`src/core/fmpe_pkg.sv`:
```
// Constants, field layout and types shared by the fault mask editor.
// Assumes a single 100 MHz clock domain with synchronous reset.
package fmpe_pkg;

    // ------------------------------------------------------------
    // Timing
    // ------------------------------------------------------------
    localparam int unsigned CLK_FREQ_MHZ = 100;
    localparam int unsigned HOLD_TIME_S = 2;
    localparam int unsigned HOLD_CYCLES =
        HOLD_TIME_S * CLK_FREQ_MHZ * 1000000;
    localparam int unsigned REPEAT_TIME_MS = 100;
    localparam int unsigned REPEAT_CYCLES =
        REPEAT_TIME_MS * CLK_FREQ_MHZ * 1000;

    // ------------------------------------------------------------
    // Buttons and fault lines
    // ------------------------------------------------------------
    localparam int BTN_N = 5;
    localparam int BTN_FN_UP = 0;
    localparam int BTN_FN_DN = 1;
    localparam int BTN_DT_UP = 2;
    localparam int BTN_DT_DN = 3;
    localparam int BTN_ENTER = 4;
    localparam logic [BTN_N-1:0] BTN_REPEAT_MASK = 5'h0C;

    localparam int FLT_N = 5;
    localparam int FLT_CONVERTER_FAULT = 0;
    localparam int FLT_LNA = 1;
    localparam int FLT_PA = 2;
    localparam int FLT_TEMP = 3;
    localparam int FLT_FAN = 4;

    // ------------------------------------------------------------
    // Register map (byte addresses)
    // ------------------------------------------------------------
    localparam int ADDR_W = 4;
    localparam logic [ADDR_W-1:0] ADDR_CTRL = 4'h0;
    localparam logic [ADDR_W-1:0] ADDR_STATUS = 4'h4;
    localparam logic [ADDR_W-1:0] ADDR_FAULT = 4'h8;
    localparam int CTRL_KU_BIT = 0;
    localparam int STS_LNA = 0;
    localparam int STS_PA = 1;
    localparam int STS_TEMP = 2;
    localparam int STS_FAN = 3;
    localparam int STS_IF75 = 4;
    localparam int STS_PEND = 5;
    localparam int STS_FLASH = 6;
    localparam int STS_ERR = 7;
    localparam int STS_PRM_LSB = 8;

    // ------------------------------------------------------------
    // Reset values of stored settings
    // ------------------------------------------------------------
    localparam logic RST_LNA_EN = 1'h1;
    localparam logic RST_PA_EN = 1'h1;
    localparam logic RST_TEMP_EN = 1'h1;
    localparam logic RST_FAN_EN = 1'h1;
    localparam logic RST_IF75 = 1'h0;
    localparam logic RST_KU = 1'h0;

    typedef enum logic [2:0] {
        PRM_LNA,
        PRM_PA,
        PRM_TEMP,
        PRM_FAN,
        PRM_IFIMP
    } fmpe_param_e;

endpackage

```
`src/core/fmpe_btn.sv`:
```
// One controller button: synchroniser, press pulse, hold auto-repeat.
// Assumes an asynchronous level from the pin, active high.
`timescale 1ns/1ps
`default_nettype none
module fmpe_btn #(
    parameter int unsigned HOLD_CYC = 200000000,
    parameter int unsigned REP_CYC = 10000000,
    parameter bit REPEAT_EN = 1'b1
) (
    input wire logic core_clk,
    input wire logic rst_n,
    input wire logic btn_in,
    output logic press
);
    localparam int CW = $clog2(HOLD_CYC + 1);

    typedef struct packed {
        logic s1;
        logic s2;
        logic prev;
        logic held;
        logic [CW-1:0] cnt;
        logic press;
    } fmpe_btn_s;

    fmpe_btn_s s_q;
    fmpe_btn_s s_d;

    always_comb begin
        s_d = s_q;
        s_d.s1 = btn_in;
        s_d.s2 = s_q.s1;
        s_d.prev = s_q.s2;
        s_d.press = 1'b0;
        if (s_q.s2 && !s_q.prev) begin
            s_d.press = 1'b1;
            s_d.cnt = '0;
            s_d.held = 1'b0;
        end else if (s_q.s2 && REPEAT_EN) begin
            // Hold delay first, then a steady repeat rate
            if (s_q.cnt == (s_q.held ? CW'(REP_CYC - 1)
                                     : CW'(HOLD_CYC - 1))) begin
                s_d.press = 1'b1;
                s_d.cnt = '0;
                s_d.held = 1'b1;
            end else begin
                s_d.cnt = s_q.cnt + CW'(1);
            end
        end
    end

    always_ff @(posedge core_clk) begin
        if (!rst_n) begin
            s_q <= '0;
        end else begin
            s_q <= s_d;
        end
    end

    assign press = s_q.press;

    chk_hold_repeat: assert property (@(posedge core_clk) disable iff (!rst_n)
        s_q.s2 && s_q.prev && s_q.held && s_q.cnt == CW'(REP_CYC - 1)
        |=> press) else $error("held button did not repeat");

endmodule
`default_nettype wire

```
`src/core/fmpe_mask.sv`:
```
// Fault indicator gating from the stored enables and the band variant.
// Assumes raw fault and fan-present levels arrive asynchronously.
`timescale 1ns/1ps
`default_nettype none
module fmpe_mask
    import fmpe_pkg::*;
(
    input wire logic core_clk,
    input wire logic rst_n,
    input wire logic [fmpe_pkg::FLT_N-1:0] fault_in,
    input wire logic fan_present_in,
    input wire logic ku,
    input wire logic lna_en,
    input wire logic pa_en,
    input wire logic temp_en,
    input wire logic fan_en,
    output logic [fmpe_pkg::FLT_N-1:0] led_fault,
    output logic alarm_pa,
    output logic alarm_temp
);
    typedef struct packed {
        logic [FLT_N-1:0] f1;
        logic [FLT_N-1:0] f2;
        logic p1;
        logic p2;
        logic [FLT_N-1:0] led;
        logic al_pa;
        logic al_temp;
    } fmpe_mask_s;

    fmpe_mask_s s_q;
    fmpe_mask_s s_d;

    always_comb begin
        s_d = s_q;
        s_d.f1 = fault_in;
        s_d.f2 = s_q.f1;
        s_d.p1 = fan_present_in;
        s_d.p2 = s_q.p1;
        s_d.led[FLT_CONVERTER_FAULT] = s_q.f2[FLT_CONVERTER_FAULT];
        s_d.led[FLT_LNA] = s_q.f2[FLT_LNA] & lna_en;
        s_d.led[FLT_PA] = s_q.f2[FLT_PA] & pa_en;
        s_d.led[FLT_TEMP] = s_q.f2[FLT_TEMP] & temp_en & pa_en;
        if (ku) begin
            // No fan setting here, only presence decides
            s_d.led[FLT_FAN] = s_q.f2[FLT_FAN] & s_q.p2;
        end else begin
            s_d.led[FLT_FAN] = s_q.f2[FLT_FAN] & fan_en & pa_en;
        end
        s_d.al_pa = s_q.f2[FLT_PA] & pa_en;
        s_d.al_temp = s_q.f2[FLT_TEMP] & temp_en & pa_en;
    end

    always_ff @(posedge core_clk) begin
        if (!rst_n) begin
            s_q <= '0;
        end else begin
            s_q <= s_d;
        end
    end

    assign led_fault = s_q.led;
    assign alarm_pa = s_q.al_pa;
    assign alarm_temp = s_q.al_temp;

    chk_converter_fault_unmasked: assert property (@(posedge core_clk) disable iff (!rst_n)
        ##1 led_fault[FLT_CONVERTER_FAULT] == $past(s_q.f2[FLT_CONVERTER_FAULT]))
        else $error("converter fault indicator was masked");
    chk_pa_off_quiet: assert property (@(posedge core_clk) disable iff (!rst_n)
        !pa_en |=> !led_fault[FLT_PA] && !led_fault[FLT_TEMP] && !alarm_pa
        && !alarm_temp) else $error("amplifier fault shown while off");
    chk_c_fan_gate: assert property (@(posedge core_clk) disable iff (!rst_n)
        !ku && !pa_en |=> !led_fault[FLT_FAN])
        else $error("fan fault shown with amplifier off");
    chk_ku_nofan: assert property (@(posedge core_clk) disable iff (!rst_n)
        ku && !s_q.p2 |=> !led_fault[FLT_FAN])
        else $error("fan fault shown with no fan fitted");

endmodule
`default_nettype wire

```
`src/core/fmpe_top.sv`:
```
// Fault mask parameter editor: button-driven settings, display state,
// fault gating and an Avalon-MM slave for software access.
// Assumes button, fault and fan-present pins are asynchronous levels.
//
// Decided for this implementation: the Avalon-MM interface to the registers and the placing of the registers.
`timescale 1ns/1ps
`default_nettype none
//
// Operation
// - C-band keeps separate enables for LNA, amplifier, temperature, fan.
// - The converter fault always shows and has no mask.
// - C-band amplifier disable forces fan enable off and hides its faults.
// - Ku-band keeps LNB, amplifier and temperature enables but no fan one.
// - Ku-band hides the fan fault when no fan is detected.
// - Ku-band amplifier disable hides its indicators and alarm outputs.
// - Each data button press toggles a selected enable's pending value.
// - The data field flashes while pending differs from stored.
// - Enter stores the pending value and stops the flashing.
// - C-band committing fan enabled with amplifier disabled is refused with error.
// - Leaving a parameter by function button drops the pending value.
// - Function up steps forward through parameters, down steps back.
// - IF impedance is either 50 or 75 ohms, set by data and enter.
// - Holding a data button over two seconds steps it repeatedly.
module fmpe_top
    import fmpe_pkg::*;
#(
    parameter int unsigned HOLD_CYC = fmpe_pkg::HOLD_CYCLES,
    parameter int unsigned REP_CYC = fmpe_pkg::REPEAT_CYCLES
) (
    input wire logic core_clk,
    input wire logic rst_n,
    input wire logic [fmpe_pkg::ADDR_W-1:0] avs_address,
    input wire logic avs_read,
    input wire logic avs_write,
    input wire logic [31:0] avs_writedata,
    output logic [31:0] avs_readdata,
    output logic avs_waitrequest,
    input wire logic [fmpe_pkg::BTN_N-1:0] btn_in,
    input wire logic [fmpe_pkg::FLT_N-1:0] fault_in,
    input wire logic fan_present_in,
    output logic [fmpe_pkg::FLT_N-1:0] led_fault,
    output logic alarm_pa,
    output logic alarm_temp,
    output logic [2:0] lcd_param,
    output logic lcd_value,
    output logic lcd_flash,
    output logic lcd_error
);
    import fmpe_pkg::*;

    typedef struct packed {
        fmpe_param_e prm;
        logic pend;
        logic lna_en;
        logic pa_en;
        logic temp_en;
        logic fan_en;
        logic if75;
        logic flash;
        logic err;
        logic ku;
        logic waitreq;
        logic [31:0] rdata;
    } fmpe_top_s;

    localparam fmpe_top_s TOP_RST = '{
        prm: PRM_LNA,
        pend: RST_LNA_EN,
        lna_en: RST_LNA_EN,
        pa_en: RST_PA_EN,
        temp_en: RST_TEMP_EN,
        fan_en: RST_FAN_EN,
        if75: RST_IF75,
        flash: 1'h0,
        err: 1'h0,
        ku: RST_KU,
        waitreq: 1'h1,
        rdata: 32'h0
    };

    fmpe_top_s s_q;
    fmpe_top_s s_d;
    logic [BTN_N-1:0] press;
    logic [FLT_N-1:0] led_w;
    logic fn_any;
    logic dt_any;
    logic fan_refuse;

    // ------------------------------------------------------------
    // Helpers
    // ------------------------------------------------------------
    function automatic logic stored_of(fmpe_top_s s);
        logic v;
        v = 1'b0;
        case (s.prm)
            PRM_LNA: v = s.lna_en;
            PRM_PA: v = s.pa_en;
            PRM_TEMP: v = s.temp_en;
            PRM_FAN: v = s.fan_en;
            PRM_IFIMP: v = s.if75;
            default: v = 1'b0;
        endcase
        return v;
    endfunction

    // Ku-band has no fan setting, so that stop is skipped
    function automatic fmpe_param_e step(fmpe_param_e p, logic up, logic ku);
        fmpe_param_e n;
        n = p;
        case (p)
            PRM_LNA: n = up ? PRM_PA : PRM_IFIMP;
            PRM_PA: n = up ? PRM_TEMP : PRM_LNA;
            PRM_TEMP: n = up ? (ku ? PRM_IFIMP : PRM_FAN) : PRM_PA;
            PRM_FAN: n = up ? PRM_IFIMP : PRM_TEMP;
            PRM_IFIMP: n = up ? PRM_LNA : (ku ? PRM_TEMP : PRM_FAN);
            default: n = PRM_LNA;
        endcase
        return n;
    endfunction

    // ------------------------------------------------------------
    // Buttons
    // ------------------------------------------------------------
    genvar gi;
    generate
        for (gi = 0; gi < BTN_N; gi++) begin : g_btn
            fmpe_btn #(
                .HOLD_CYC(HOLD_CYC),
                .REP_CYC(REP_CYC),
                .REPEAT_EN(BTN_REPEAT_MASK[gi])
            ) u_btn (
                .core_clk(core_clk),
                .rst_n(rst_n),
                .btn_in(btn_in[gi]),
                .press(press[gi])
            );
        end
    endgenerate

    assign fn_any = press[BTN_FN_UP] | press[BTN_FN_DN];
    assign dt_any = press[BTN_DT_UP] | press[BTN_DT_DN];
    // Ku-band has no fan setting, so a stranded fan stop is never refused
    assign fan_refuse = (s_q.prm == PRM_FAN) && s_q.pend && !s_q.pa_en
                        && !s_q.ku;

    // ------------------------------------------------------------
    // Next state
    // ------------------------------------------------------------
    always_comb begin
        s_d = s_q;

        // Function buttons win over data, data over enter
        if (fn_any) begin
            s_d.prm = step(s_q.prm, press[BTN_FN_UP], s_q.ku);
            s_d.pend = stored_of(s_d);
            s_d.err = 1'b0;
        end else if (dt_any) begin
            // Every parameter here is two-valued
            s_d.pend = ~s_q.pend;
            s_d.err = 1'b0;
        end else if (press[BTN_ENTER]) begin
            if (fan_refuse) begin
                s_d.err = 1'b1;
                s_d.pend = s_q.fan_en;
            end else begin
                case (s_q.prm)
                    PRM_LNA: s_d.lna_en = s_q.pend;
                    PRM_PA: begin
                        s_d.pa_en = s_q.pend;
                        if (!s_q.pend && !s_q.ku) begin
                            s_d.fan_en = 1'b0;
                        end
                    end
                    PRM_TEMP: s_d.temp_en = s_q.pend;
                    PRM_FAN: begin
                        // Left stranded here by a band change
                        if (!s_q.ku) begin
                            s_d.fan_en = s_q.pend;
                        end else begin
                            s_d.pend = s_q.fan_en;
                        end
                    end
                    PRM_IFIMP: s_d.if75 = s_q.pend;
                    default: s_d.pend = s_q.pend;
                endcase
            end
        end

        s_d.flash = (s_d.pend != stored_of(s_d));

        // Avalon slave: one wait cycle, answer on the next edge
        if ((avs_read || avs_write) && s_q.waitreq) begin
            s_d.waitreq = 1'b0;
            s_d.rdata = 32'h0;
            if (avs_address == ADDR_CTRL) begin
                s_d.rdata[CTRL_KU_BIT] = s_q.ku;
            end else if (avs_address == ADDR_STATUS) begin
                s_d.rdata[STS_LNA] = s_q.lna_en;
                s_d.rdata[STS_PA] = s_q.pa_en;
                s_d.rdata[STS_TEMP] = s_q.temp_en;
                s_d.rdata[STS_FAN] = s_q.fan_en;
                s_d.rdata[STS_IF75] = s_q.if75;
                s_d.rdata[STS_PEND] = s_q.pend;
                s_d.rdata[STS_FLASH] = s_q.flash;
                s_d.rdata[STS_ERR] = s_q.err;
                s_d.rdata[STS_PRM_LSB +: 3] = s_q.prm;
            end else if (avs_address == ADDR_FAULT) begin
                s_d.rdata[FLT_N-1:0] = led_w;
            end
        end else begin
            s_d.waitreq = 1'b1;
        end
        if (avs_write && !s_q.waitreq && avs_address == ADDR_CTRL) begin
            s_d.ku = avs_writedata[CTRL_KU_BIT];
        end
    end

    always_ff @(posedge core_clk) begin
        if (!rst_n) begin
            s_q <= TOP_RST;
        end else begin
            s_q <= s_d;
        end
    end

    // ------------------------------------------------------------
    // Fault gating
    // ------------------------------------------------------------
    fmpe_mask u_mask (
        .core_clk(core_clk),
        .rst_n(rst_n),
        .fault_in(fault_in),
        .fan_present_in(fan_present_in),
        .ku(s_q.ku),
        .lna_en(s_q.lna_en),
        .pa_en(s_q.pa_en),
        .temp_en(s_q.temp_en),
        .fan_en(s_q.fan_en),
        .led_fault(led_w),
        .alarm_pa(alarm_pa),
        .alarm_temp(alarm_temp)
    );

    assign led_fault = led_w;
    assign avs_readdata = s_q.rdata;
    assign avs_waitrequest = s_q.waitreq;
    assign lcd_param = s_q.prm;
    assign lcd_value = s_q.pend;
    assign lcd_flash = s_q.flash;
    assign lcd_error = s_q.err;

    // ------------------------------------------------------------
    // Checks
    // ------------------------------------------------------------
    chk_toggle_data: assert property (@(posedge core_clk) disable iff (!rst_n)
        dt_any && !fn_any |=> lcd_value != $past(lcd_value))
        else $error("data press did not toggle pending value");
    chk_flash_diff: assert property (@(posedge core_clk) disable iff (!rst_n)
        lcd_flash == (s_q.pend != stored_of(s_q)))
        else $error("flash does not match pending versus stored");
    chk_enter_commit: assert property (@(posedge core_clk) disable iff (!rst_n)
        press[BTN_ENTER] && !fn_any && !dt_any && !fan_refuse
        |=> !lcd_flash) else $error("enter left the field flashing");
    chk_fan_reject: assert property (@(posedge core_clk) disable iff (!rst_n)
        press[BTN_ENTER] && !fn_any && !dt_any && fan_refuse
        |=> lcd_error && !s_q.fan_en)
        else $error("fan enable accepted with amplifier off");
    chk_fn_discard: assert property (@(posedge core_clk) disable iff (!rst_n)
        fn_any |=> !lcd_flash && $stable(s_q.lna_en) && $stable(s_q.if75))
        else $error("function press kept a pending value");
    chk_fn_up_step: assert property (@(posedge core_clk) disable iff (!rst_n)
        press[BTN_FN_UP] && s_q.prm == PRM_LNA |=> lcd_param == PRM_PA)
        else $error("function up did not advance");
    chk_fan_forced: assert property (@(posedge core_clk) disable iff (!rst_n)
        press[BTN_ENTER] && !fn_any && !dt_any && s_q.prm == PRM_PA
        && !s_q.pend && !s_q.ku |=> !s_q.fan_en)
        else $error("fan enable survived amplifier disable");
    chk_bus_answer: assert property (@(posedge core_clk) disable iff (!rst_n)
        (avs_read || avs_write) && avs_waitrequest
        |=> !avs_waitrequest ##1 avs_waitrequest)
        else $error("bus answer not one cycle after request");

endmodule
`default_nettype wire

```
`config.mk`:
```
export PLATFORM = sky130hd
export DESIGN_NAME = fmpe_top
export DESIGN_NICKNAME = d
export VERILOG_FILES = /design/src/core/fmpe_pkg.sv /design/src/core/fmpe_btn.sv /design/src/core/fmpe_mask.sv /design/src/core/fmpe_top.sv
export SDC_FILE = /design/constraint.sdc
export NUM_CORES = 1
export LEC_CHECK = 0
export ABC_AREA = 1
export BUFFER_PORTS_ARGS = -buffer_cell sky130_fd_sc_hd__buf_2
export CAP_MARGIN = 20
export CORE_MARGIN = 5
export CORE_UTILIZATION = 52
export CTS_CLUSTER_DIAMETER = 80
export CTS_CLUSTER_SIZE = 25
export DETAILED_ROUTE_END_ITERATION = 10
export PLACE_DENSITY = 0.77
export SLEW_MARGIN = 10
export SYNTH_ARGS = -nofsm -noshare
export SYNTH_HDL_FRONTEND = slang
export SYNTH_HIERARCHICAL = 1
export SYNTH_SLANG_ARGS = --single-unit
export TNS_END_PERCENT = 5
```
`constraint.sdc`:
```
create_clock -name core_clk -period 1.4 [get_ports core_clk]
set_input_delay 0.14 -clock core_clk [delete_from_list [all_inputs] [get_ports core_clk]]
set_output_delay 0.14 -clock core_clk [all_outputs]
set_load 0.02 [all_outputs]
```
## Yosys cells after proc, flatten, opt, wreduce, memory -nomap -nowiden

Cells that the tools add are included.
W data, S select, Z words.

| storage, ports and cells | value |
|---|---|
| flip-flop bits (word level) | 121 |
| output and inout bits | 46 |
| word-level logic and storage cells | 152 |
| bits of input ports | 51 |

| cells by class | value |
|---|---|
| muxes and demuxes | 47 |
| bitwise logic cells | 11 |
| equality and inequality tests | 17 |
| reductions and logical operators | 32 |
| $add $sub $neg | 2 |

Operators with widths:

| cell | count |
|---|---|
| $mux W28 | 4 |
| $add A28 B1 Y28 const B | 2 |
| $eq A28 B28 Y1 | 2 |
| $mux W5 | 5 |
| $mux W1 | 23 |
| $eq A3 B2 Y1 const B | 6 |
| $mux W3 | 6 |
| $pmux W3 S5 | 1 |
| $logic_and A1 B1 Y1 | 12 |
| $mux W6 | 2 |
| $mux W10 | 1 |
| $pmux W1 S5 | 2 |
| $eq A3 B1 Y1 const B | 3 |
| $eq A3 B3 Y1 const B | 3 |
| $logic_not A1 Y1 | 9 |
| $logic_not A3 Y1 | 3 |
| $and A1 B1 Y1 | 7 |
| $reduce_and A2 Y1 | 3 |
| $eq A4 B3 Y1 const B | 1 |
| $eq A4 B4 Y1 const B | 1 |
| $logic_not A4 Y1 | 1 |
| $mux W2 | 2 |
| $reduce_or A2 Y1 | 2 |
| $reduce_or A3 Y1 | 1 |
| 5 further kinds | 7 |

## Logic depth before layout (Yosys ltp)

Gate-level depths: netlist of run 1.

| depth | value |
|---|---|
| depth in word-level cells | 10 |
| depth in mapped cells | 15 |
| gate-level depth less buffers | 14 |

## Modules after synthesis

Netlist of run 1, hierarchy kept.

Modules (own cells, without submodules):

| module | cells each | area each (sq um) | instances |
|---|---|---|---|
| fmpe_btn at g_btn[2].u_btn ... | 285 | 1845.5 | 2 |
| fmpe_top | 268 | 1750.4 | 1 |
| fmpe_mask | 62 | 543.0 | 1 |
| fmpe_btn at g_btn[0].u_btn ... | 11 | 108.9 | 3 |

## Worst setup path before layout of run 1

No wires, ideal clock.

| timing path | value |
|---|---|
| kind | flip-flop to flip-flop |
| start point | register s_q (netlist bit lcd_value) |
| end point | register s_q (netlist bit lcd_flash) |
| period minus slack after synthesis | 1560 ps |
| setup time | 115 ps |
| arrival time | 1445 ps |
| cell stages (with the launch flop) | 12 |
| setup slack | -160 ps |
| path buffers | 0 |
| required time | 1285 ps |
| path through | dfxtp_1 nand3_1 nor2_2 nor2_4 a21boi_1 nand2_1 nand3_1 nand2_1 nand2_1 nand3_1 nand2_1 nor2_1 |

| on the way | value |
|---|---|
| longest elaborated chain between the ends | 10 |
| elaborated cells on any way between the ends | 23 |

RTL lines:

| element | line | text |
|---|---|---|
| start, declared | fmpe_top.sv:81 | `fmpe_top_s s_q;` |
| start signal, assigned | fmpe_top.sv:220 | `s_q <= TOP_RST;` |
| start signal, assigned | fmpe_top.sv:222 | `s_q <= s_d;` |
| $logic_not A1 Y1 | fmpe_top.sv:170 | `if (!s_q.pend && !s_q.ku) begin` |
| $logic_and A1 B1 Y1 | fmpe_top.sv:170 |  |
| $mux W1 | fmpe_top.sv:170 |  |
| $pmux W1 S2 | fmpe_top.sv:166 | `case (s_q.prm)` |
| $mux W5 | fmpe_top.sv:162 | `if (fan_refuse) begin` |
| $mux W6 | fmpe_top.sv:161 | `end else if (press[BTN_ENTER]) begin` |
| $mux W5 | fmpe_top.sv:157 | `end else if (dt_any) begin` |
| $mux W5 | fmpe_top.sv:153 | `if (fn_any) begin` |
| $pmux W1 S5 | fmpe_top.sv:95 | `case (s.prm)` |
| $ne A1 B1 Y1 (*) | fmpe_top.sv:189 | `s_d.flash = (s_d.pend != stored_of(s_d));` |

Mark *: on every way between the ends. The rest lies on a longest branch, timed or not.
A chain may end at the register's enable or synchronous reset.

## Final worst setup path of run 1

| timing path | value |
|---|---|
| start point | register g_btn[2].u_btn/s_q[29] in the netlist's numbering |
| end point | register g_btn[2].u_btn/s_q[1] in the netlist's numbering |

| on the way | value |
|---|---|
| longest elaborated chain between the ends | 3 |

RTL lines:

| element | line | text |
|---|---|---|
| start, declared | fmpe_btn.sv:26 | `fmpe_btn_s s_q;` |
| start signal, assigned | fmpe_btn.sv:54 | `s_q <= '0;` |
| start signal, assigned | fmpe_btn.sv:56 | `s_q <= s_d;` |
| $mux W28 | fmpe_btn.sv:41 | `if (s_q.cnt == (s_q.held ? CW'(REP_CYC - 1)` |
| $eq A28 B28 Y1 | fmpe_btn.sv:41 |  |
| $mux W28 | fmpe_btn.sv:41 |  |

Every way passes these cells.

==> flow_summary.yaml, run 1 <==
logic_synthesis:
  synth_seq_cells: 119
  ys_top_cells_by_area: "dfxtp_1 38%, nand2_1 15%, nor2_1 8.0%"
  synth_mux_area_frac: 0.00317
  synth_top_area_cell: "dfxtp_1"
  async_flop_share: 0
  synth_area_um2: 6310
  yosys.area.top_type_share: 0.377
  synth_fa_ha_area_frac: 0.00397
  yosysWarnings: 6
  netlist_instances: 933
  synth_xor_area_frac: 0.0333
  synth_seq_area_share: 0.377
  synth_top_family_by_area: "simple AND/OR/NAND/NOR gates"
  synth-compound-area-share: 0.0654
  synthDistinctLibCells: 38
  syn_area_per_cell_um2: 6.76
  synth-edff-count: 0
  synth-simple-area-share: 0.368
  synth_ff_type: "dfxtp_1"
grt:
  overflow: 0
  antenna_found_initial: 1
  grtUsageTotal: 0.241
  grt_pass1_wl_um: 28300
  grt_start_max_net_pins: 29
  first_global_vias: 6174
floorplan:
  die_y_um: 120
  die_x_um: 120
  rows: 40
  initial_utilization: 0.528
  io_pins: 97
  fp.dieArea_um2: 14400
  core_um2: 12000
pwr:
  pwr-share-clk: 0.526
  comb_power_share: 0.081
  p_seq_frac: 0.393
  p_leak_nw: 3.98
  p_per_area_nw_per_um2: 1040
  peakVddDrop_uv: 1370
  p_int_mw: 6.86
  p_sw_frac: 0.233
  switchingPower_mw: 2.08
routing:
  wl_per_cell_um: 14.3
  routed-via-count: 6473
  drcViolationCount: 0
  wl_um: 18200
  ant_nets: 0
  dr.pass1.iters: 5
  vias_per_cell: 5.07
  initialDrtViolationCount: 538
flow_run:
  maxCapViolCount: 0
clocking:
  cts_tree: "done"
  clk-insertion-delay-late_ns: 0.42
  clk_pin_slew_ns: 0.06
  cts_sinks: 119
  cts_made_buffers: 17
  clock-root-buffer: "clkbuf_16"
  max-clock-path-buffers: 2
  ctsHtreeMaxLevel: 4
critical_path:
  endpoint: "g_btn[2].u_btn/s_q[1]"
  path_class: "reg -> reg"
  path_buf_inv: 3
  arrival_ns: 1.96
  cp_top_family: "simple AND/OR/NAND/NOR gates"
  end_kind: "flop"
  r2r_end: "g_btn[2].u_btn/s_q[1]"
  crit_required_ns: 1.70
  reg2reg_from: "g_btn[2].u_btn/s_q[29]"
  r2r_slack_ns: -0.26
  r2r_cells: 10
  crit_start: "g_btn[2].u_btn/s_q[29]"
  cp_max_fo: 6
  cpPeakStageDelay_ns: 0.37
  path_cells: "inv_4 > nand2_1 > o21ai_1 > nand2_1 > nor2_4 > nand3_4 > nand2_4 > buf_12 > buf_12 > nor2_1"
  critPathLaunchType: "flop"
  crit_slowest_cell: "dfxtp_4"
  crit_cells: 10
timing:
  fmax_ghz: 0.602
  rsz0062_at_grt: "true"
  setup_viol: 54
  finalHoldViolCount: 0
  fin_ws_ns: -0.262
  period_share: 1.19
  fin_skew_ns: 0.0111
  slew_viol_final: 0
  holdWs_ns: 0.0805
  fin_crit_ns: 1.66
layout:
  area_delta_synth_final_pct: 35.6
  fin_nets: 1168
  postLayoutCoreUtil: 0.715
  drive_gt1_frac: 0.307
placement:
  io_buffers: 44
  hpwl_um: 11500
  gp_congestion: 0.947
status:
  violations: "setup timing"
  status: "complete, but fails checks"
min_path:
  hold_path.class: "in -> reg"
worst min-delay path by stage:
stage	start	endpoint	slack, ns	cells after the start
after floorplan	rst_n	g_btn[0].u_btn/s_d[30]	0.23	2
after global placement	btn_in[0]	g_btn[0].u_btn/s_d[31]	0.33	3
after detailed placement	btn_in[0]	g_btn[0].u_btn/s_d[31]	0.33	3
after CTS	rst_n	s_q[37]	0.07	2
after global routing	rst_n	s_q[37]	0.08	2
final	rst_n	s_q[37]	0.08	2
synthesized netlist by cell type (2+ instances only):
cell      instances
nor2_1          134
o21ai_0          22
or2_1             2
nand4_1          15
o21bai_1          4
nand3_1          62
inv_1           126
dfxtp_1         119
buf_4            45
buf_6             6
nor3b_1           2
nor3_2            2
a21oi_1          27
clkinv_1          2
xor2_1           10
nor3_1            4
o21ai_2           3
nor2_2           20
nand2_2          12
nand2_1         249
nor2_4           10
nand3_2           5
o21ai_1           9
inv_2             9
ha_1              2
mux2i_1           2
xnor2_1          14
o22ai_1           6
per-stage QoR:
| step | TNS (ns) | power [mW] | instances | setup slack, ns | cell area (um^2) |
|---|---|---|---|---|---|
| floorplan | -0.166 | 4.03 | 953 | -0.0181 | 6450 |
| global placement | -4.21 | 4.19 | 1222 | -0.181 | 7490 |
| detailed placement | -5.71 | 4.21 | 1222 | -0.196 | 7490 |
| CTS | -3.34 | 8.92 | 1273 | -0.200 | 8430 |
| global route | -11.09 | 9.22 | 1276 | -0.349 | 8560 |
| finish | -7.15 | 8.94 | 1276 | -0.262 | 8560 |
flip-flops by register name, summed over array words and instances, names as in the netlist:
name	count
g_btn.u_btn/s_d	10
avs_readdata	11
u_mask/led_fault	5
avs_waitrequest	1
g_btn.u_btn/press	5
u_mask/s_q	5
lcd_flash	1
u_mask/s_d	7
lcd_value	1
lcd_error	1
g_btn.u_btn/s_q	63
s_q	6
lcd_param	3
cell families after synthesis:
logic type,Yosys count
simple gates,521
buf+inv,190
flops,119
compound gates,74
xor+xnor,24
fa+ha+maj,2
mux,2
other cells,1
power by group through the flow:
stage	clock, mW	sequential, mW	combinational [mW]
floorplan	0	3.58	0.452
global placement	0	3.58	0.611
detailed placement	0	3.59	0.621
CTS	4.72	3.52	0.686
global route	4.93	3.52	0.774
finish	4.70	3.52	0.723
per-layer routing:
metal | global-route usage | share of wire | vias to the layer above | wire length (um)
li1 | - | - | 3185 | -
met1 | 0.288 | 0.41 | 2965 | 7540
met2 | 0.413 | 0.49 | 268 | 8990
met3 | 0.0570 | 0.063 | 55 | 1150
met4 | 0.0988 | 0.029 | 0 | 533
met5 | 0 | 0 | - | 0
cell usage in the layout (no fill, tap or decap), types with 3 or more instances in the layout:
| cell | count |
|---|---|
| clkinv_2 | 4 |
| a21oi_1 | 23 |
| dfxtp_1 | 97 |
| nor2_2 | 29 |
| xor2_1 | 10 |
| clkbuf_16 | 17 |
| bufinv_16 | 4 |
| inv_2 | 9 |
| nand3_4 | 3 |
| conb_1 | 21 |
| dfxtp_2 | 17 |
| nand3_2 | 12 |
| nor2_4 | 17 |
| dlygate4sd3_1 | 12 |
| o22ai_1 | 6 |
| a21oi_2 | 4 |
| nand2_4 | 4 |
| xnor2_1 | 14 |
| nand2_1 | 243 |
| nand4_1 | 15 |
| o21ai_1 | 10 |
| o21ai_0 | 19 |
| buf_2 | 44 |
| clkinvlp_4 | 4 |
| nor3_2 | 3 |
| inv_1 | 124 |
| nor3_1 | 3 |
| clkbuf_8 | 3 |
| nand2_2 | 14 |
| buf_4 | 131 |
| nor2_1 | 118 |
| buf_12 | 7 |
| o21bai_1 | 4 |
| dfxtp_4 | 5 |
| nand3_1 | 53 |
| o21ai_2 | 5 |
cell type report:
type / count / area, um^2
fillers: 853 / 3400
multi-input cells: 644 / 3290
well taps: 147 / 184
inverters: 137 / 520
clock buffers: 20 / 467
flip-flops and latches: 119 / 2420
clock inverters: 12 / 174
repair buffers: 196 / 1500
diodes: 1 / 2.50
repair_timing:
item	CTS	global route
cloned	1	0
hold buffers	12	0
setup buffers	6	2
setup endpoints to repair	49	63
pin swaps	7	10
gates resized for setup	28	46
endpoints found under the hold margin	12	0
Note: power is estimated with default switching activity, not from simulation.
==> run 2: changes to the inputs <==
--- a/config.mk
+++ b/config.mk
@@ -14,6 +14,7 @@
 export CTS_CLUSTER_SIZE = 25
 export DETAILED_ROUTE_END_ITERATION = 10
 export PLACE_DENSITY = 0.77
+export SKIP_CTS_REPAIR_TIMING = 1
 export SLEW_MARGIN = 10
 export SYNTH_ARGS = -nofsm -noshare
 export SYNTH_HDL_FRONTEND = slang
==> constraint.sdc (replaced) <==
create_clock -name core_clk -period 1.4 [get_ports core_clk]
set_input_delay 0 -clock core_clk [delete_from_list [all_inputs] [get_ports core_clk]]
set_output_delay 0 -clock core_clk [all_outputs]
set_load 0.02 [all_outputs]
==> flow_summary.yaml, run 2 (same netlist as run 1, synthesis figures left out) <==
status:
  status: "complete, but fails checks"
  violations: "hold timing, setup timing"
routing:
  routed-via-count: 6239
  initialDrtViolationCount: 582
  wl_um: 17300
  ant_nets: 0
  drcViolationCount: 0
  dr.pass1.iters: 6
  vias_per_cell: 5.00
  wl_per_cell_um: 13.8
floorplan:
  rows: 40
  io_pins: 97
  initial_utilization: 0.528
  core_um2: 12000
  die_y_um: 120
  fp.dieArea_um2: 14400
  die_x_um: 120
placement:
  gp_congestion: 0.934
  hpwl_um: 11300
  dp_worst_setup_slack_ns: -0.196
  dpl_cell_area_um2: 7260
  io_buffers: 44
timing:
  setup_viol: 51
  period_share: 1.18
  finalHoldViolCount: 1
  tns_ns: -5.63
  fin_crit_ns: 1.65
  fin_ws_ns: -0.255
  fmax_ghz: 0.604
  slew_viol_final: 0
  holdWs_ns: -0.00252
  fin_skew_ns: 0.00777
  rsz0062_at_grt: "true"
layout:
  area_delta_synth_final_pct: 32.0
  drive_gt1_frac: 0.306
  fin_nets: 1142
  final_common_cell: "nand2_1"
  largest_register_ffs: 63
  layout_common_cells: "240 x nand2_1, 122 x inv_1, 117 x nor2_1"
  postLayoutCoreUtil: 0.696
  diodes: 0
  fin_area_um2: 8330
  regMostFlops: "g_btn.u_btn/s_q"
  fillers: 934
critical_path:
  arrival_ns: 1.97
  end_kind: "flop"
  cpPeakStageDelay_ns: 0.35
  path_class: "reg -> reg"
  path_cells: "buf_12 > nor2_8 > nand3_4 > nor2_4 > nand2_2 > o21ai_2 > clkinv_1 > nand4_1 > nand3_2 > nand2_1 > nor2_2"
  crit_required_ns: 1.72
  crit_slowest_cell: "dfxtp_4"
  cp_max_fo: 5
  critPathLaunchType: "flop"
clocking:
  clk_pin_slew_ns: 0.06
  max-clock-path-buffers: 2
  cts_tree: "done"
  cts_sinks: 119
  cts_made_buffers: 17
  clk-insertion-delay-late_ns: 0.42
  clock-root-buffer: "clkbuf_16"
  ctsHtreeMaxLevel: 4
min_path:
  hold_path.class: "in -> reg"
grt:
  first_global_vias: 5494
  antenna_found_initial: 0
  grtUsageTotal: 0.215
  grt_pass1_wl_um: 25200
  grt_start_max_net_pins: 21
  overflow: 0
flow_run:
  maxCapViolCount: 0
pwr:
  p_seq_frac: 0.417
  pwr-share-clk: 0.501
  switchingPower_mw: 2.17
  power_mw: 8.43
  p_per_area_nw_per_um2: 1010
  p_sw_frac: 0.257
  p_int_mw: 6.26
  comb_power_share: 0.082
  p_leak_nw: 3.84
  peakVddDrop_uv: 538
## run 2: cell count changes in the layout (fill, tap and decap cells not counted), sizes merged
cell / change
buf: -30
bufinv: -3
clkbuf: -1
clkinv: -1
clkinvlp: -1
diode: -1
dlygate4sd3: +3
inv: +7
## run 2: power groups by stage
stage | logic, mW | clock network (mW) | registers, mW
after floorplan | 0.452 | 0 | 3.58
final | 0.693 | 4.22 | 3.51
after global placement | 0.603 | 0 | 3.58
after detailed placement | 0.606 | 0 | 3.59
after CTS | 0.611 | 4.26 | 3.52
after global routing | 0.753 | 4.44 | 3.52
## run 2: final timing paths
kind / startpoint / end / slack (ns) / depth (start not counted)
worst min register to register: g_btn[0].u_btn/s_q[30] / g_btn[0].u_btn/press / 0.41 / 1
worst max register to register: g_btn[0].u_btn/press / lcd_flash / -0.25 / 11
worst min-delay path: avs_address[2] / s_q[33] / -0.003 / 5
worst max-delay path: g_btn[0].u_btn/press / lcd_flash / -0.25 / 11
## run 2: area by class of cell
type	instances	area [um^2]	share of cell area
multi-input combinational	644	3320	0.399
sequential	119	2440	0.293
timing repair buffer	170	1290	0.155
inverter	137	522	0.0626
clock buffer	18	439	0.0527
tap	147	184	0.0221
clock inverter	14	138	0.0165
## run 2: per-layer routing
metal | share of wire | up-vias | GRT usage
met5 | 0 | - | 0
met4 | 0.029 | 0 | 0.0759
met3 | 0.059 | 49 | 0.0551
met2 | 0.49 | 196 | 0.345
met1 | 0.42 | 2847 | 0.280
li1 | - | 3147 | -
## run 2: metrics by stage
stage / cells / hold slack (ns)
6_report: 1249 / -0.00252
5_1_grt: 1249 / 0.0477
4_1_cts: 1226 / -0.252
3_5_place_dp: 1194 / 0.184
3_3_place_gp: 1194 / 0.186
2_1_floorplan: 953 / 0.0935
## run 2: critical path: cells and delay by family, from the launching register on
kind / cells / cell delay, ns
and+or+nand+nor: 8 / 0.85
DFF: 1 / 0.35
buffers and inverters: 2 / 0.21
AOI/OAI and AO/OA: 1 / 0.14
==> run 3: changes to the inputs <==
--- a/config.mk
+++ b/config.mk
@@ -18,6 +18,5 @@
 export SLEW_MARGIN = 10
 export SYNTH_ARGS = -nofsm -noshare
 export SYNTH_HDL_FRONTEND = slang
-export SYNTH_HIERARCHICAL = 1
 export SYNTH_SLANG_ARGS = --single-unit
 export TNS_END_PERCENT = 5
==> flow_summary.yaml, run 3 <==
layout:
  fin_area_um2: 8870
  regMostFlops: "g_btn.u_btn.s_q"
  drive_gt1_frac: 0.358
  diodes: 0
  postLayoutCoreUtil: 0.741
  fin_nets: 1149
  area_delta_synth_final_pct: 39.8
  largest_register_ffs: 63
  fin_cells: 1256
  final_common_cell: "buf_4"
  layout_common_cells: "173 x buf_4, 165 x nand2_1, 105 x inv_1"
logic_synthesis:
  synth_area_um2: 6340
  synthTopCellsByCount: "171 x nand2_1, 119 x dfxtp_1, 109 x inv_1"
  synth-edff-count: 0
  synth_top_area_cell: "dfxtp_1"
  synth_seq_area_share: 0.376
  yosysWarnings: 0
  synth_ff_type: "dfxtp_1"
  syn_area_per_cell_um2: 7.17
  ys_top_cells_by_area: "dfxtp_1 38%, nand2_1 10%, inv_1 6.5%"
  synthDistinctLibCells: 46
  netlist_instances: 884
  synth_seq_cells: 119
  async_flop_share: 0
  yosysMostFrequentCell: "nand2_1"
  yosys.area.top_type_share: 0.376
timing:
  slew_headroom: 0.641
  worst_pin_slew_ns: 0.538
  slew_viol_final: 0
  fin_crit_ns: 1.89
  finalHoldViolCount: 2
  rsz0062_at_grt: "true"
  fin_ws_ns: -0.486
  fin_skew_ns: 0.00954
  holdWs_ns: -0.00948
  setup_viol: 56
  period_share: 1.35
  fmax_ghz: 0.530
clocking:
  clk-insertion-delay-late_ns: 0.42
  cts_made_buffers: 17
  max-clock-path-buffers: 2
  clock-root-buffer: "clkbuf_16"
  cts_sinks: 119
  clk_pin_slew_ns: 0.06
  ctsHtreeMaxLevel: 4
  cts_tree: "done"
routing:
  dr.pass1.iters: 6
  initialDrtViolationCount: 631
  wl_per_cell_um: 15.1
  routed-via-count: 6550
  wl_um: 19000
  ant_nets: 0
  drcViolationCount: 0
  vias_per_cell: 5.21
critical_path:
  reg2reg_from: "g_btn[2].u_btn.s_q[1]"
  crit_slowest_cell: "dfxtp_4"
  cpPeakStageDelay_ns: 0.37
  critPathLaunchType: "flop"
  cp_top_family: "simple AND/OR/NAND/NOR gates"
  arrival_ns: 2.20
  cp_max_fo: 3
  crit_start: "g_btn[2].u_btn.s_q[1]"
  path_class: "reg -> reg"
  path_cells: "ha_4 > nand3_2 > nor2_1 > inv_1 > nor3_2 > nand2_1 > nor2_2 > nand2_2 > nor2_2 > xor2_1 > nor2_1"
  end_kind: "flop"
  path_buf_inv: 1
  crit_required_ns: 1.71
pwr:
  p_leak_nw: 4.10
  p_per_area_nw_per_um2: 978
  peakVddDrop_uv: 1040
floorplan:
  initial_utilization: 0.530
  rows: 40
  fp.dieArea_um2: 14500
  die_x_um: 120
  core_um2: 12000
  die_y_um: 120
  io_pins: 97
status:
  violations: "hold timing, setup timing"
  status: "complete, but fails checks"
placement:
  placedCellCount: 1206
  dpl_cell_area_um2: 7760
  io_buffers: 44
  hpwl_um: 11900
  gp_congestion: 0.943
grt:
  grt_start_max_net_pins: 28
  grt_pass1_wl_um: 27000
  first_global_vias: 5891
  antenna_found_initial: 0
  grtUsageTotal: 0.229
  overflow: 0
min_path:
  hold_path.startpoint: "rst_n"
  hold_path.class: "in -> reg"
flow_run:
  maxCapViolCount: 0
-- run 3: cell count changes after synthesis, sizes merged, moves of 12 or more --
cell    change
xor2       +22
clkbuf     +13
inv        -18
o21ai      -12
nor2       -37
nand2      -82
nor3       +24
-- run 3: routing by layer --
layer	vias up	wire, um	GRT usage
met5	-	0	0
met4	0	357	0.0857
met3	40	1040	0.0407
met2	233	9890	0.391
met1	3090	7730	0.289
li1	3187	-	-
-- run 3: stage by stage --
stage | TNS, ns | worst slack, ns | total power [mW]
finish | -15.45 | -0.486 | 8.68
global route | -20.59 | -0.596 | 8.97
CTS | -14.57 | -0.372 | 8.61
detailed placement | -12.73 | -0.360 | 4.23
global placement | -10.89 | -0.307 | 4.22
floorplan | -5.86 | -0.184 | 4.04
-- run 3: worst paths after layout --
path	depth (start not counted)	to	slack, ns
min	2	lcd_value	-0.009
max reg2reg	11	g_btn[2].u_btn.s_q[27]	-0.49
max	11	g_btn[2].u_btn.s_q[27]	-0.49
min reg2reg	1	g_btn[0].u_btn.press	0.38
-- run 3: report_power, final --
part | leakage [nW] | internal [mW] | switching (mW)
Combinational | 2.83 | 0.278 | 0.464
Clock | 0.296 | 2.55 | 1.88
Sequential | 0.976 | 3.46 | 0.0467
Total | 4.10 | 6.29 | 2.39
-- run 3: worst reg2reg max path, cell delays in order (launching register included) --
cell and delay, ns:
dfxtp_4 0.37, ha_4 0.14, nand3_2 0.09, nor2_1 0.13, inv_1 0.09, nor3_2 0.20, nand2_1 0.12, nor2_2 0.17
nand2_2 0.11, nor2_2 0.11, xor2_1 0.17, nor2_1 0.07
-- run 3: final cells by class --
class | instances | area, um^2
multi-input combinational | 602 | 3470
fill | 817 | 3090
sequential | 119 | 2420
timing repair buffer | 237 | 1750
inverter | 119 | 447
clock buffer | 17 | 425
tap | 147 | 184
clock inverter | 15 | 175
-- run 3: cells by family (layout without fill, tap and decap cells) --
logic type | count (synthesis) | after routing | synth area share
AO/OA/AOI/OAI | 75 | 75 | 0.0677
XOR/XNOR | 51 | 51 | 0.0704
AND/OR/NAND/NOR | 451 | 453 | 0.342
other | 1 | 21 | 0.000591
buffers and inverters | 185 | 388 | 0.140
adder cells (fa/ha/maj) | 2 | 2 | 0.00394
flip-flops | 119 | 119 | 0.376
